### src/rtl/scan_gate_pkg.sv
package scan_gate_pkg;
  // Register byte offsets on the plain register port.
  localparam logic [7:0] CTRL_OFS       = 8'h00;
  localparam logic [7:0] START_STR_OFS  = 8'h04;
  localparam logic [7:0] STOP_STR_OFS   = 8'h08;
  localparam logic [7:0] ACK_TO_OFS     = 8'h0c;
  localparam logic [7:0] DC_TO_OFS      = 8'h10;
  localparam logic [7:0] DEBOUNCE_OFS   = 8'h14;
  localparam logic [7:0] GATE_TO_OFS    = 8'h18;
  localparam logic [7:0] COMPARE_OFS    = 8'h1c;
  localparam logic [7:0] STATUS_OFS     = 8'h20;
  // Control field positions.
  localparam int MODE_LSB     = 0;
  localparam int TRACK_BIT    = 3;
  localparam int ON_READ_BIT  = 4;
  localparam int ACKNAK_BIT   = 5;
  localparam int MUX_BIT      = 6;
  localparam int COMPARE_BIT  = 7;
  // Operating modes held in the mode field.
  localparam logic [2:0] MODE_CONT    = 3'h0;
  localparam logic [2:0] MODE_DC_BUF  = 3'h1;
  localparam logic [2:0] MODE_HW_GATE = 3'h2;
  localparam logic [2:0] MODE_SW_GATE = 3'h3;
  localparam logic [2:0] MODE_HSPEED  = 3'h4;
  localparam logic [2:0] MODE_DC_TO   = 3'h5;
  // Reset values.
  localparam logic [7:0]  CTRL_RST      = 8'h00;
  localparam logic [15:0] START_STR_RST = 16'h000f;
  localparam logic [15:0] STOP_STR_RST  = 16'h0003;
  localparam logic [15:0] ACK_TO_RST    = 16'h0000;
  localparam logic [15:0] DC_TO_RST     = 16'h0000;
  localparam logic [15:0] DEBOUNCE_RST  = 16'h0001;
  localparam logic [15:0] GATE_TO_RST   = 16'h0000;
  // Programmable ranges in milliseconds, and the resend limit.
  localparam logic [15:0] ACK_TO_MAX    = 16'd9999;
  localparam logic [15:0] DC_TO_MAX     = 16'd30000;
  localparam logic [15:0] GATE_TO_MAX   = 16'd30000;
  localparam logic [15:0] DEBOUNCE_MIN  = 16'd1;
  localparam logic [15:0] DEBOUNCE_MAX  = 16'd999;
  localparam logic [2:0]  RESEND_MAX    = 3'd5;
  // Host control characters.
  localparam logic [7:0] CH_STX = 8'h02;
  localparam logic [7:0] CH_SI  = 8'h0f;
  localparam logic [7:0] CH_SO  = 8'h0e;
  localparam logic [7:0] CH_CAN = 8'h18;
  localparam logic [7:0] CH_CR  = 8'h0d;
  localparam logic [7:0] CH_ACK = 8'h06;
  localparam logic [7:0] CH_NAK = 8'h15;
  // Millisecond tick derived from the 100 MHz system clock.
  localparam int CLK_PERIOD_NS = 10;
  localparam int TICK_NS       = 1000000;
  localparam int TICK_CYCLES   = TICK_NS / CLK_PERIOD_NS;
  // Transmit sequencer states.
  typedef enum logic [4:0] {
    S_IDLE  = 5'b00001,
    S_OPEN  = 5'b00010,
    S_LABEL = 5'b00100,
    S_CLOSE = 5'b01000,
    S_WAIT  = 5'b10000
  } send_state_type;
endpackage : scan_gate_pkg

### src/rtl/scan_gate_controller.sv
// Function
// - Continuous mode sends each decode ungated that arrives while the sender is idle.
// - Buffered data change suppresses repeated label.
// - Hardware gate: reads only while open, one send.
// - Host start/stop strings open and close gate.
// - High speed: trigger outputs, never send label.
// - Tracking on in a gated mode: laser follows gate.
// - Tracking off: laser always on.
// - Send on read, or hold until close.
// - Start string up to two chars, default SI.
// - Stop string up to two chars, default ETX.
// - ACK/NAK: await host answer, ACK releases.
// - NAK or timeout resends same label.
// - At most five resends, then give up.
// - ACK/NAK timeout 0 to 9999 ms.
// - Timeout after label leaves re-arms same label.
// - Data change timeout 0 to 30000 ms.
// - Gate valid after 1 to 999 ms debounce.
// - Gate timeout closes gate, sends label or no-read.
// - Running gate timer ignores gate input.
// - Each gate open reloads gate timer.
// - Mux framing: open, label, close messages.
// - Compare enable compares labels to compare string.
module scan_gate_controller
  import scan_gate_pkg::*;
#(
  parameter int LABEL_W     = 32,
  parameter int TICK_CYCLES_P = scan_gate_pkg::TICK_CYCLES
) (
  input  wire logic               sys_clk,
  input  wire logic               rstn,
  input  wire logic               clk_en,
  input  wire logic [7:0]         reg_addr,
  input  wire logic [15:0]        reg_wdata,
  input  wire logic               reg_wr,
  input  wire logic               reg_rd,
  output logic      [15:0]        reg_rdata,
  input  wire logic               gate_in,
  input  wire logic               dec_valid,
  input  wire logic [LABEL_W-1:0] dec_label,
  input  wire logic               label_present,
  input  wire logic               rx_valid,
  input  wire logic [7:0]         rx_char,
  output logic                    tx_valid,
  output logic      [7:0]         tx_char,
  input  wire logic               tx_ready,
  output logic                    send_label,
  output logic                    send_noread,
  output logic      [LABEL_W-1:0] label_out,
  output logic                    send_match,
  input  wire logic               send_done,
  output logic                    trigger,
  output logic                    laser_en
);
  import scan_gate_pkg::*;

  // Elaboration check: compare field and tick counter must fit.
  if (LABEL_W < 16 || TICK_CYCLES_P < 2 || TICK_CYCLES_P > 2**24) begin : g_bad_param
    $error("scan_gate_controller: unsupported parameter value");
  end

  // Clamp a written value into a programmable range.
  function automatic logic [15:0] clamp(input logic [15:0] v, input logic [15:0] lo,
                                        input logic [15:0] hi);
    clamp = (v < lo) ? lo : ((v > hi) ? hi : v);
  endfunction : clamp

  // One or two character string match; a zero upper byte means one character.
  function automatic logic str_hit(input logic [15:0] s, input logic [7:0] prev,
                                   input logic [7:0] cur);
    str_hit = (s[15:8] == 8'h00) ? (cur == s[7:0]) : (prev == s[15:8] && cur == s[7:0]);
  endfunction : str_hit

  // Millisecond down-counter step: count down on tick, hold at zero; callers do the reload.
  function automatic logic [15:0] ms_step(input logic [15:0] cnt, input logic tk);
    ms_step = (tk && cnt != 16'h0000) ? cnt - 16'h0001 : cnt;
  endfunction : ms_step

  // Multiplexor framing characters, index 0 to 3.
  function automatic logic [7:0] frame_char(input logic closing, input logic [1:0] idx);
    unique case (idx)
      2'd0: frame_char = CH_STX;
      2'd1: frame_char = closing ? CH_SO : CH_SI;
      2'd2: frame_char = CH_CAN;
      2'd3: frame_char = CH_CR;
    endcase
  endfunction : frame_char

  logic [23:0]    tick_cnt_reg;
  logic           tick_reg;
  logic           gate_meta_reg, gate_sync_reg;
  logic [7:0]     ctrl_reg;
  logic [15:0]    start_str_reg, stop_str_reg, ack_to_reg, dc_to_reg, deb_reg, gto_reg;
  logic [15:0]    cmp_reg;
  logic [15:0]    deb_cnt_reg, gto_cnt_reg, dc_cnt_reg, ack_cnt_reg;
  logic           gto_run_reg, wait_release_reg, sw_level_reg, gate_open_reg;
  logic [7:0]     prev_rx_reg;
  logic           have_label_reg, sent_reg, last_valid_reg, present_q_reg, dc_run_reg;
  logic [LABEL_W-1:0] hold_label_reg, last_label_reg, cur_label_reg;
  logic           cur_noread_reg;
  logic [2:0]     attempts_reg;
  logic [7:0]     giveup_cnt_reg;
  logic [1:0]     idx_reg, idx_next;
  send_state_type state_reg, state_next;

  wire [2:0] mode    = ctrl_reg[MODE_LSB +: 3];
  wire       track   = ctrl_reg[TRACK_BIT];
  wire       on_read = ctrl_reg[ON_READ_BIT];
  wire       acknak  = ctrl_reg[ACKNAK_BIT];
  wire       mux_en  = ctrl_reg[MUX_BIT];
  wire       gated   = (mode == MODE_HW_GATE) || (mode == MODE_SW_GATE) ||
                       (mode == MODE_HSPEED);
  wire [15:0] deb_eff = (deb_reg == 16'h0000) ? DEBOUNCE_MIN : deb_reg;

  // Millisecond tick; every timer below counts this tick only.
  always_ff @(posedge sys_clk or negedge rstn) begin
    if (!rstn) begin
      tick_cnt_reg <= 24'h000000;
      tick_reg     <= 1'b0;
    end else if (clk_en) begin
      tick_reg     <= (tick_cnt_reg == 24'(TICK_CYCLES_P - 1));
      tick_cnt_reg <= (tick_cnt_reg == 24'(TICK_CYCLES_P - 1)) ? 24'h000000
                                                             : tick_cnt_reg + 24'h000001;
    end
  end

  // Gate pin synchroniser; only the second stage is read.
  always_ff @(posedge sys_clk or negedge rstn) begin
    if (!rstn) begin
      gate_meta_reg <= 1'b0;
      gate_sync_reg <= 1'b0;
    end else if (clk_en) begin
      gate_meta_reg <= gate_in;
      gate_sync_reg <= gate_meta_reg;
    end
  end

  // Register writes; range limits are enforced here so software cannot overrun a timer.
  always_ff @(posedge sys_clk or negedge rstn) begin
    if (!rstn) begin
      ctrl_reg      <= CTRL_RST;
      start_str_reg <= START_STR_RST;
      stop_str_reg  <= STOP_STR_RST;
      ack_to_reg    <= ACK_TO_RST;
      dc_to_reg     <= DC_TO_RST;
      deb_reg       <= DEBOUNCE_RST;
      gto_reg       <= GATE_TO_RST;
      cmp_reg       <= 16'h0000;
    end else if (clk_en && reg_wr) begin
      unique case (reg_addr)
        CTRL_OFS:      ctrl_reg      <= reg_wdata[7:0];
        START_STR_OFS: start_str_reg <= reg_wdata;
        STOP_STR_OFS:  stop_str_reg  <= reg_wdata;
        ACK_TO_OFS:    ack_to_reg    <= clamp(reg_wdata, 16'h0000, ACK_TO_MAX);
        DC_TO_OFS:     dc_to_reg     <= clamp(reg_wdata, 16'h0000, DC_TO_MAX);
        DEBOUNCE_OFS:  deb_reg       <= clamp(reg_wdata, DEBOUNCE_MIN, DEBOUNCE_MAX);
        GATE_TO_OFS:   gto_reg       <= clamp(reg_wdata, 16'h0000, GATE_TO_MAX);
        COMPARE_OFS:   cmp_reg       <= reg_wdata;
        default: ;
      endcase
    end
  end

  // Register reads; unmapped offsets read zero.
  always_ff @(posedge sys_clk or negedge rstn) begin
    if (!rstn) begin
      reg_rdata <= 16'h0000;
    end else if (clk_en) begin
      if (reg_rd) begin
        unique case (reg_addr)
          CTRL_OFS:      reg_rdata <= {8'h00, ctrl_reg};
          START_STR_OFS: reg_rdata <= start_str_reg;
          STOP_STR_OFS:  reg_rdata <= stop_str_reg;
          ACK_TO_OFS:    reg_rdata <= ack_to_reg;
          DC_TO_OFS:     reg_rdata <= dc_to_reg;
          DEBOUNCE_OFS:  reg_rdata <= deb_reg;
          GATE_TO_OFS:   reg_rdata <= gto_reg;
          COMPARE_OFS:   reg_rdata <= cmp_reg;
          STATUS_OFS:    reg_rdata <= {giveup_cnt_reg, 1'b0, attempts_reg, have_label_reg,
                                       state_reg != S_IDLE, laser_en, gate_open_reg};
          default:       reg_rdata <= 16'h0000;
        endcase
      end else begin
        reg_rdata <= 16'h0000;
      end
    end
  end

  // Debounce: the synchronised gate must stay high for the programmed time.
  always_ff @(posedge sys_clk or negedge rstn) begin
    if (!rstn) begin
      deb_cnt_reg <= 16'h0000;
    end else if (clk_en) begin
      if (!gate_sync_reg) begin
        deb_cnt_reg <= 16'h0000;
      end else if (tick_reg && deb_cnt_reg < deb_eff) begin
        deb_cnt_reg <= deb_cnt_reg + 16'h0001;
      end
    end
  end
  wire hw_level = gate_sync_reg && (deb_cnt_reg >= deb_eff);

  // Host start and stop strings drive the software gate level.
  wire start_hit = rx_valid && str_hit(start_str_reg, prev_rx_reg, rx_char);
  wire stop_hit  = rx_valid && str_hit(stop_str_reg, prev_rx_reg, rx_char);
  wire gate_req  = (mode == MODE_SW_GATE) ? sw_level_reg : hw_level;
  wire gto_fire  = gto_run_reg && tick_reg && (gto_cnt_reg == 16'h0001);
  wire gate_open_evt  = gated && !gate_open_reg && !wait_release_reg && gate_req;
  // While the gate timer runs the gate request is not looked at.
  wire gate_close_evt = gate_open_reg && (gto_run_reg ? gto_fire : !gate_req);

  always_ff @(posedge sys_clk or negedge rstn) begin
    if (!rstn) begin
      prev_rx_reg  <= 8'h00;
      sw_level_reg <= 1'b0;
    end else if (clk_en) begin
      if (rx_valid) begin
        prev_rx_reg <= rx_char;
      end
      if (mode != MODE_SW_GATE || stop_hit || gto_fire) begin
        sw_level_reg <= 1'b0;
      end else if (start_hit) begin
        sw_level_reg <= 1'b1;
      end
    end
  end

  // Gate state and gate timeout; a timeout close waits for the request to drop.
  always_ff @(posedge sys_clk or negedge rstn) begin
    if (!rstn) begin
      gate_open_reg    <= 1'b0;
      gto_cnt_reg      <= 16'h0000;
      gto_run_reg      <= 1'b0;
      wait_release_reg <= 1'b0;
    end else if (clk_en) begin
      if (!gated) begin
        gate_open_reg <= 1'b0;
        gto_run_reg   <= 1'b0;
      end else if (gate_open_evt) begin
        gate_open_reg <= 1'b1;
        gto_cnt_reg   <= gto_reg;
        gto_run_reg   <= (gto_reg != 16'h0000);
      end else if (gate_close_evt) begin
        gate_open_reg <= 1'b0;
        gto_run_reg   <= 1'b0;
      end else begin
        gto_cnt_reg <= ms_step(gto_cnt_reg, tick_reg);
      end
      wait_release_reg <= gto_fire ? 1'b1 : (wait_release_reg && gate_req);
    end
  end

  // Laser follows the gate only with tracking on in a gated mode.
  always_ff @(posedge sys_clk or negedge rstn) begin
    if (!rstn) begin
      laser_en <= 1'b1;
    end else if (clk_en) begin
      laser_en <= !track || !gated || gate_open_reg;
    end
  end

  // Per-gate label capture and one-send bookkeeping.
  always_ff @(posedge sys_clk or negedge rstn) begin
    if (!rstn) begin
      have_label_reg <= 1'b0;
      sent_reg       <= 1'b0;
      hold_label_reg <= '0;
    end else if (clk_en) begin
      if (gate_open_evt) begin
        have_label_reg <= 1'b0;
        sent_reg       <= 1'b0;
      end else if (dec_valid && gate_open_reg && !have_label_reg) begin
        have_label_reg <= 1'b1;
        hold_label_reg <= dec_label;
        sent_reg       <= on_read;
      end
    end
  end

  // Data change memory and the re-arm timer started when the label leaves.
  always_ff @(posedge sys_clk or negedge rstn) begin
    if (!rstn) begin
      last_valid_reg <= 1'b0;
      last_label_reg <= '0;
      present_q_reg  <= 1'b0;
      dc_run_reg     <= 1'b0;
      dc_cnt_reg     <= 16'h0000;
    end else if (clk_en) begin
      present_q_reg <= label_present;
      if (dec_valid && (mode == MODE_DC_BUF || mode == MODE_DC_TO)) begin
        last_valid_reg <= 1'b1;
        last_label_reg <= dec_label;
        dc_run_reg     <= 1'b0;
      end else if (mode == MODE_DC_TO && present_q_reg && !label_present) begin
        dc_cnt_reg     <= dc_to_reg;
        dc_run_reg     <= (dc_to_reg != 16'h0000);
        last_valid_reg <= (dc_to_reg != 16'h0000) && last_valid_reg;
      end else if (dc_run_reg && tick_reg && dc_cnt_reg == 16'h0001) begin
        dc_run_reg     <= 1'b0;
        last_valid_reg <= 1'b0;
      end else if (dc_run_reg) begin
        dc_cnt_reg <= ms_step(dc_cnt_reg, tick_reg);
      end
    end
  end

  // Send request: which event asks for a transmission in each mode.
  logic               req_fire, req_noread;
  logic [LABEL_W-1:0] req_label;
  always_comb begin
    req_fire   = 1'b0;
    req_noread = 1'b0;
    req_label  = dec_label;
    unique case (mode)
      MODE_CONT: req_fire = dec_valid;
      MODE_DC_BUF, MODE_DC_TO:
        req_fire = dec_valid && (!last_valid_reg || dec_label != last_label_reg);
      MODE_HW_GATE, MODE_SW_GATE, MODE_HSPEED: begin
        if (gate_close_evt && !sent_reg) begin
          req_fire   = 1'b1;
          req_noread = !have_label_reg;
          req_label  = hold_label_reg;
        end else if (on_read && dec_valid && gate_open_reg && !have_label_reg) begin
          req_fire = 1'b1;
        end
      end
      default: ;
    endcase
  end
  wire send_fire = req_fire && (mode != MODE_HSPEED);

  // High speed mode pulses the outputs instead of sending.
  always_ff @(posedge sys_clk or negedge rstn) begin
    if (!rstn) begin
      trigger <= 1'b0;
    end else if (clk_en) begin
      trigger <= req_fire && !req_noread && (mode == MODE_HSPEED);
    end
  end

  // Transmit sequencer next state.
  wire tx_take  = tx_valid && tx_ready;
  wire ack_hit  = rx_valid && (rx_char == CH_ACK);
  wire nak_hit  = rx_valid && (rx_char == CH_NAK);
  wire ack_tmo  = (ack_to_reg != 16'h0000) && tick_reg && (ack_cnt_reg == 16'h0001);
  wire need_ack = acknak && !cur_noread_reg;
  always_comb begin
    state_next = state_reg;
    idx_next   = idx_reg;
    unique case (state_reg)
      S_IDLE: begin
        idx_next = 2'd0;
        if (send_fire) begin
          state_next = mux_en ? S_OPEN : S_LABEL;
        end
      end
      S_OPEN, S_CLOSE: begin
        if (tx_take) begin
          idx_next = idx_reg + 2'd1;
          if (idx_reg == 2'd3) begin
            state_next = (state_reg == S_CLOSE) ? (need_ack ? S_WAIT : S_IDLE) : S_LABEL;
          end
        end
      end
      S_LABEL: begin
        if (send_done && !send_label) begin
          state_next = mux_en ? S_CLOSE : (need_ack ? S_WAIT : S_IDLE);
        end
      end
      S_WAIT: begin
        if (ack_hit) begin
          state_next = S_IDLE;
        end else if ((nak_hit || ack_tmo) && attempts_reg < RESEND_MAX) begin
          state_next = mux_en ? S_OPEN : S_LABEL;
        end else if (nak_hit || ack_tmo) begin
          state_next = S_IDLE;
        end
      end
    endcase
  end

  // Sequencer state, resend count and the ACK/NAK timer.
  always_ff @(posedge sys_clk or negedge rstn) begin
    if (!rstn) begin
      state_reg      <= S_IDLE;
      idx_reg        <= 2'd0;
      attempts_reg   <= 3'd0;
      giveup_cnt_reg <= 8'h00;
      ack_cnt_reg    <= 16'h0000;
      cur_label_reg  <= '0;
      cur_noread_reg <= 1'b0;
    end else if (clk_en) begin
      state_reg <= state_next;
      idx_reg   <= idx_next;
      if (state_reg == S_IDLE && send_fire) begin
        cur_label_reg  <= req_label;
        cur_noread_reg <= req_noread;
        attempts_reg   <= 3'd0;
      end else if (state_reg == S_WAIT && state_next != S_WAIT && !ack_hit) begin
        attempts_reg <= (state_next == S_IDLE) ? attempts_reg : attempts_reg + 3'd1;
        giveup_cnt_reg <= (state_next == S_IDLE) ? giveup_cnt_reg + 8'h01 : giveup_cnt_reg;
      end
      ack_cnt_reg <= (state_reg != S_WAIT) ? ack_to_reg : ms_step(ack_cnt_reg, tick_reg);
    end
  end

  // Registered outputs towards the host port and the formatter.
  always_ff @(posedge sys_clk or negedge rstn) begin
    if (!rstn) begin
      tx_valid    <= 1'b0;
      tx_char     <= 8'h00;
      send_label  <= 1'b0;
      send_noread <= 1'b0;
      label_out   <= '0;
      send_match  <= 1'b0;
    end else if (clk_en) begin
      tx_valid   <= (state_next == S_OPEN) || (state_next == S_CLOSE);
      tx_char    <= frame_char(state_next == S_CLOSE, idx_next);
      send_label <= (state_next == S_LABEL) && (state_reg != S_LABEL);
      if (state_reg == S_IDLE && send_fire) begin
        label_out   <= req_label;
        send_noread <= req_noread;
        send_match  <= ctrl_reg[COMPARE_BIT] && !req_noread &&
                       (req_label[15:0] == cmp_reg);
      end
    end
  end
endmodule : scan_gate_controller

### config.mk
export PLATFORM = sky130hd
export DESIGN_NAME = scan_gate_controller
export DESIGN_NICKNAME = d
export VERILOG_FILES = /design/src/rtl/scan_gate_pkg.sv /design/src/rtl/scan_gate_controller.sv
export SDC_FILE = /design/constraint.sdc
export NUM_CORES = 1
export LEC_CHECK = 0
export ABC_CLOCK_PERIOD_IN_PS = 4000
export BUFFER_PORTS_ARGS = -buffer_cell sky130_fd_sc_hd__buf_2
export CORE_ASPECT_RATIO = 0.7
export CORE_MARGIN = 10
export CORE_UTILIZATION = 61
export DETAILED_ROUTE_END_ITERATION = 7
export GPL_ROUTABILITY_DRIVEN = 0
export PLACE_DENSITY_LB_ADDON = 0.08
export SLEW_MARGIN = 30
export SYNTH_ARGS = -nofsm -noshare
export SYNTH_HDL_FRONTEND = slang
export SYNTH_SLANG_ARGS = --single-unit
export TNS_END_PERCENT = 100
### constraint.sdc
create_clock -name sys_clk -period 4 [get_ports sys_clk]
set_clock_uncertainty 0.05 [all_clocks]
set_input_delay 0.8 -clock sys_clk [delete_from_list [all_inputs] [get_ports sys_clk]]
set_output_delay 0.8 -clock sys_clk [all_outputs]
set_load 0.02 [all_outputs]
==> impl_metrics.ini <==
[run_status]
status = finished with violations
violations = design-rule violations

[worst_setup_path]
worstPathRequired_ns = 4.39
path_class = flip-flop to flip-flop
arrival_ns = 4.17
start_kind = flip-flop
end_kind = flip-flop
critPathMaxFanout = 12

[sta]
final_hold_viol_count = 0
rsz0062_at_grt = no
layout_min_cycle_time_ns = 3.79
fmax_mhz = 264
setup_viol = 0
slew_headroom_pct = 37.4
post-route-period-util_pct = 94.6
finalSetupTns_ns = 0
worstMarginPinSlew_ns = 0.937
drv_slew = 0
holdWs_ns = 0.248

[layout]
nNetsFinal = 2131
nFillCells = 2339
drive_above_1_share_pct = 20.9
stdcell_count = 2470
area_growth_pct = 13.9

[clocking]
cts_resized = 0
h-tree-depth = 2
clock_sinks = 368
cts-buffers-inserted = 37
cts_setup_buffers = 0
cts_hold_buf = 0
clk_pin_slew_ns = 0.06
clockBufferDepth = 3
clk_latency_ns = 0.55
cts_tree = done
ctsRootBufferMaster = clkbuf_16

[global_route]
antenna_found_initial = 2
grt_use_total_pct = 30.7
grt_pass1_wl_um = 92800
grt_max_degree = 107
grt_pass1_vias = 15400
overflow = 0

[route]
drt_iter0_markers = 2112
detail-route-antenna-nets = 0
firstDrtPassIters = 8
via_per_inst = 6.59
vias = 16300
wl_um = 60500
drc = 6
wl_per_cell_um = 24.5

[power]
powerDensity_nw_per_um2 = 438
ir_drop_mv = 0.349
power_leakage_nw = 9.96

[placed_design]
placed_cells = 2402
place.port_buffers = 133
dp_hpwl_um = 44200

[floorplanning]
die_h_um = 167
core-area_sq_um = 30300
die_w_um = 230
die_area_sq_um = 38500
start_util_pct = 62.3
io_pins = 137
std_cell_rows = 53

[synthesis]
yosysSeqAreaShare_pct = 48.8
yosysTopAreaCell = dfrtp_1
synth_top_area_share_pct = 47.6
ys.flop_type = dfrtp_1
synth_cell_types = 82
avgSynthCellArea_sq_um = 10.0
netlist_instances = 1885
synth_warnings = 0
synth_top_cells_by_area = dfrtp_1 48%, mux2_2 8.0%, o21ai_0 4.0%
synthArstFlopShare_pct = 100
synth_area_sq_um = 18900
synth_edf_count = 0
ys_seq_elements = 368

[min_path]
hp-class = input port to async pin

[job]
cap_violations = 0
logic make-up after synthesis:
family | after synthesis | share of synthesized area [%]
AND/OR/NAND/NOR | 594 | 15.4
AO/OA/AOI/OAI | 457 | 15.5
flip-flops | 368 | 48.8
multiplexers | 168 | 9.82
buffers and inverters | 153 | 3.25
XOR/XNOR | 116 | 5.38
adder cells (fa/ha/maj) | 28 | 1.84
other | 1 | 0.0198
power by group:
part / internal (W) / total, W / switching [W]
logic: 0.000558 / 0.00151 / 0.000954
clock network: 0.00202 / 0.00353 / 0.00152
registers: 0.00407 / 0.00439 / 0.000321
total: 0.00664 / 0.00943 / 0.00279
synthesized netlist by cell type (10+ instances only):
cell type,count
ha_1,27
xnor2_1,75
dfrtp_1,359
nand2b_1,11
nand4_1,36
xor2_1,41
nand2_1,134
nor3_1,45
nand3_1,56
o2bb2ai_1,10
a31oi_1,19
o22ai_1,10
o21ai_0,152
and3_1,18
clkbuf_1,78
mux2_2,134
nor2b_1,12
nor2_1,183
mux2i_1,33
a22o_1,14
a21oi_1,106
inv_1,55
a21o_1,12
nor4_1,43
a221oi_1,17
a22oi_1,44
buf_2,10
worst paths after layout:
kind,start,endpoint,slack (ns),depth (start not counted)
min in group sys_clk,tx_char[1],tx_char[1],0.43,1
setup / recovery,deb_reg[5],send_match,0.21,15
setup reg to reg,deb_reg[5],send_match,0.21,15
hold reg to reg,tx_char[1],tx_char[1],0.43,1
max in group asynchronous,rstn,hold_label_reg[30],2.70,2
hold / removal,rstn,tick_cnt_reg[23],0.25,1
routing by layer:
layer  vias to the layer above  routed length [um]  track usage [%]
met5                         -                   0                0
met2                      1054               24900             42.7
li1                       7158                   -                -
met4                         0                2200             10.3
met3                       159                8090             9.81
met1                      7900               25300             44.2
cells in the final DEF (no fill, tap or decap), types with 7 or more instances in the layout:
master / synthesis / routed
ha_1: 27 / 27
o31ai_1: 7 / 7
o21ai_0: 152 / 152
inv_1: 55 / 55
mux2_2: 134 / 134
nor2b_1: 12 / 12
xor2_1: 41 / 41
mux2i_1: 33 / 33
buf_2: 10 / 132
a22oi_1: 44 / 44
and2_1: 7 / 7
nand4_1: 36 / 36
or3_1: 7 / 7
a31oi_1: 19 / 19
dfrtp_1: 359 / 359
a22o_1: 14 / 14
nand3_1: 56 / 56
a21oi_1: 106 / 106
buf_4: 5 / 63
a221oi_1: 17 / 17
dfstp_2: 9 / 9
o22ai_1: 10 / 10
nor2_1: 183 / 181
nand2b_1: 11 / 11
nor4_1: 43 / 40
nor3_1: 45 / 45
clkinv_2: 0 / 9
and3_1: 18 / 18
clkbuf_16: 0 / 37
a222oi_1: 9 / 9
xnor2_1: 75 / 75
nand2_1: 134 / 134
clkbuf_8: 0 / 9
o2bb2ai_1: 10 / 10
a21o_1: 12 / 12
per-stage QoR:
step	total power [W]	area (sq um)	utilization [%]	setup slack, ns
final	0.00943	21500	71.0	0.215
after global routing	0.00979	21500	71.0	0.0321
after CTS	0.00945	21500	71.0	0.348
after detailed placement	0.00594	20300	67.0	0.200
after global placement	0.00589	20300	66.9	0.182
after floorplan	0.00526	18900	-	0.702
cell type report:
| type | instances | area [sq um] | area share [%] |
|---|---|---|---|
| Antenna cell | 1 | 2.50 | 0.0116 |
| Clock buffer | 52 | 1070 | 4.98 |
| Clock inverter | 15 | 155 | 0.721 |
| Inverter | 55 | 206 | 0.959 |
| Multi-Input combinational cell | 1366 | 9100 | 42.3 |
| Sequential cell | 368 | 9220 | 42.8 |
| Tap cell | 412 | 515 | 2.40 |
| Timing Repair Buffer | 201 | 1250 | 5.80 |
critical path: stages (launching register included):
cell	delay [ns]
dfrtp_1	0.45
inv_1	0.10
ha_1	0.30
nand4_1	0.15
or4_1	0.53
nor2_1	0.14
buf_4	0.15
nor2_1	0.05
a21bo_4	0.23
buf_4	0.19
nand2_2	0.32
buf_4	0.30
mux2i_1	0.35
nand2_1	0.14
nand4_1	0.12
o22ai_1	0.08
Note: power is estimated with default switching activity, not from simulation.
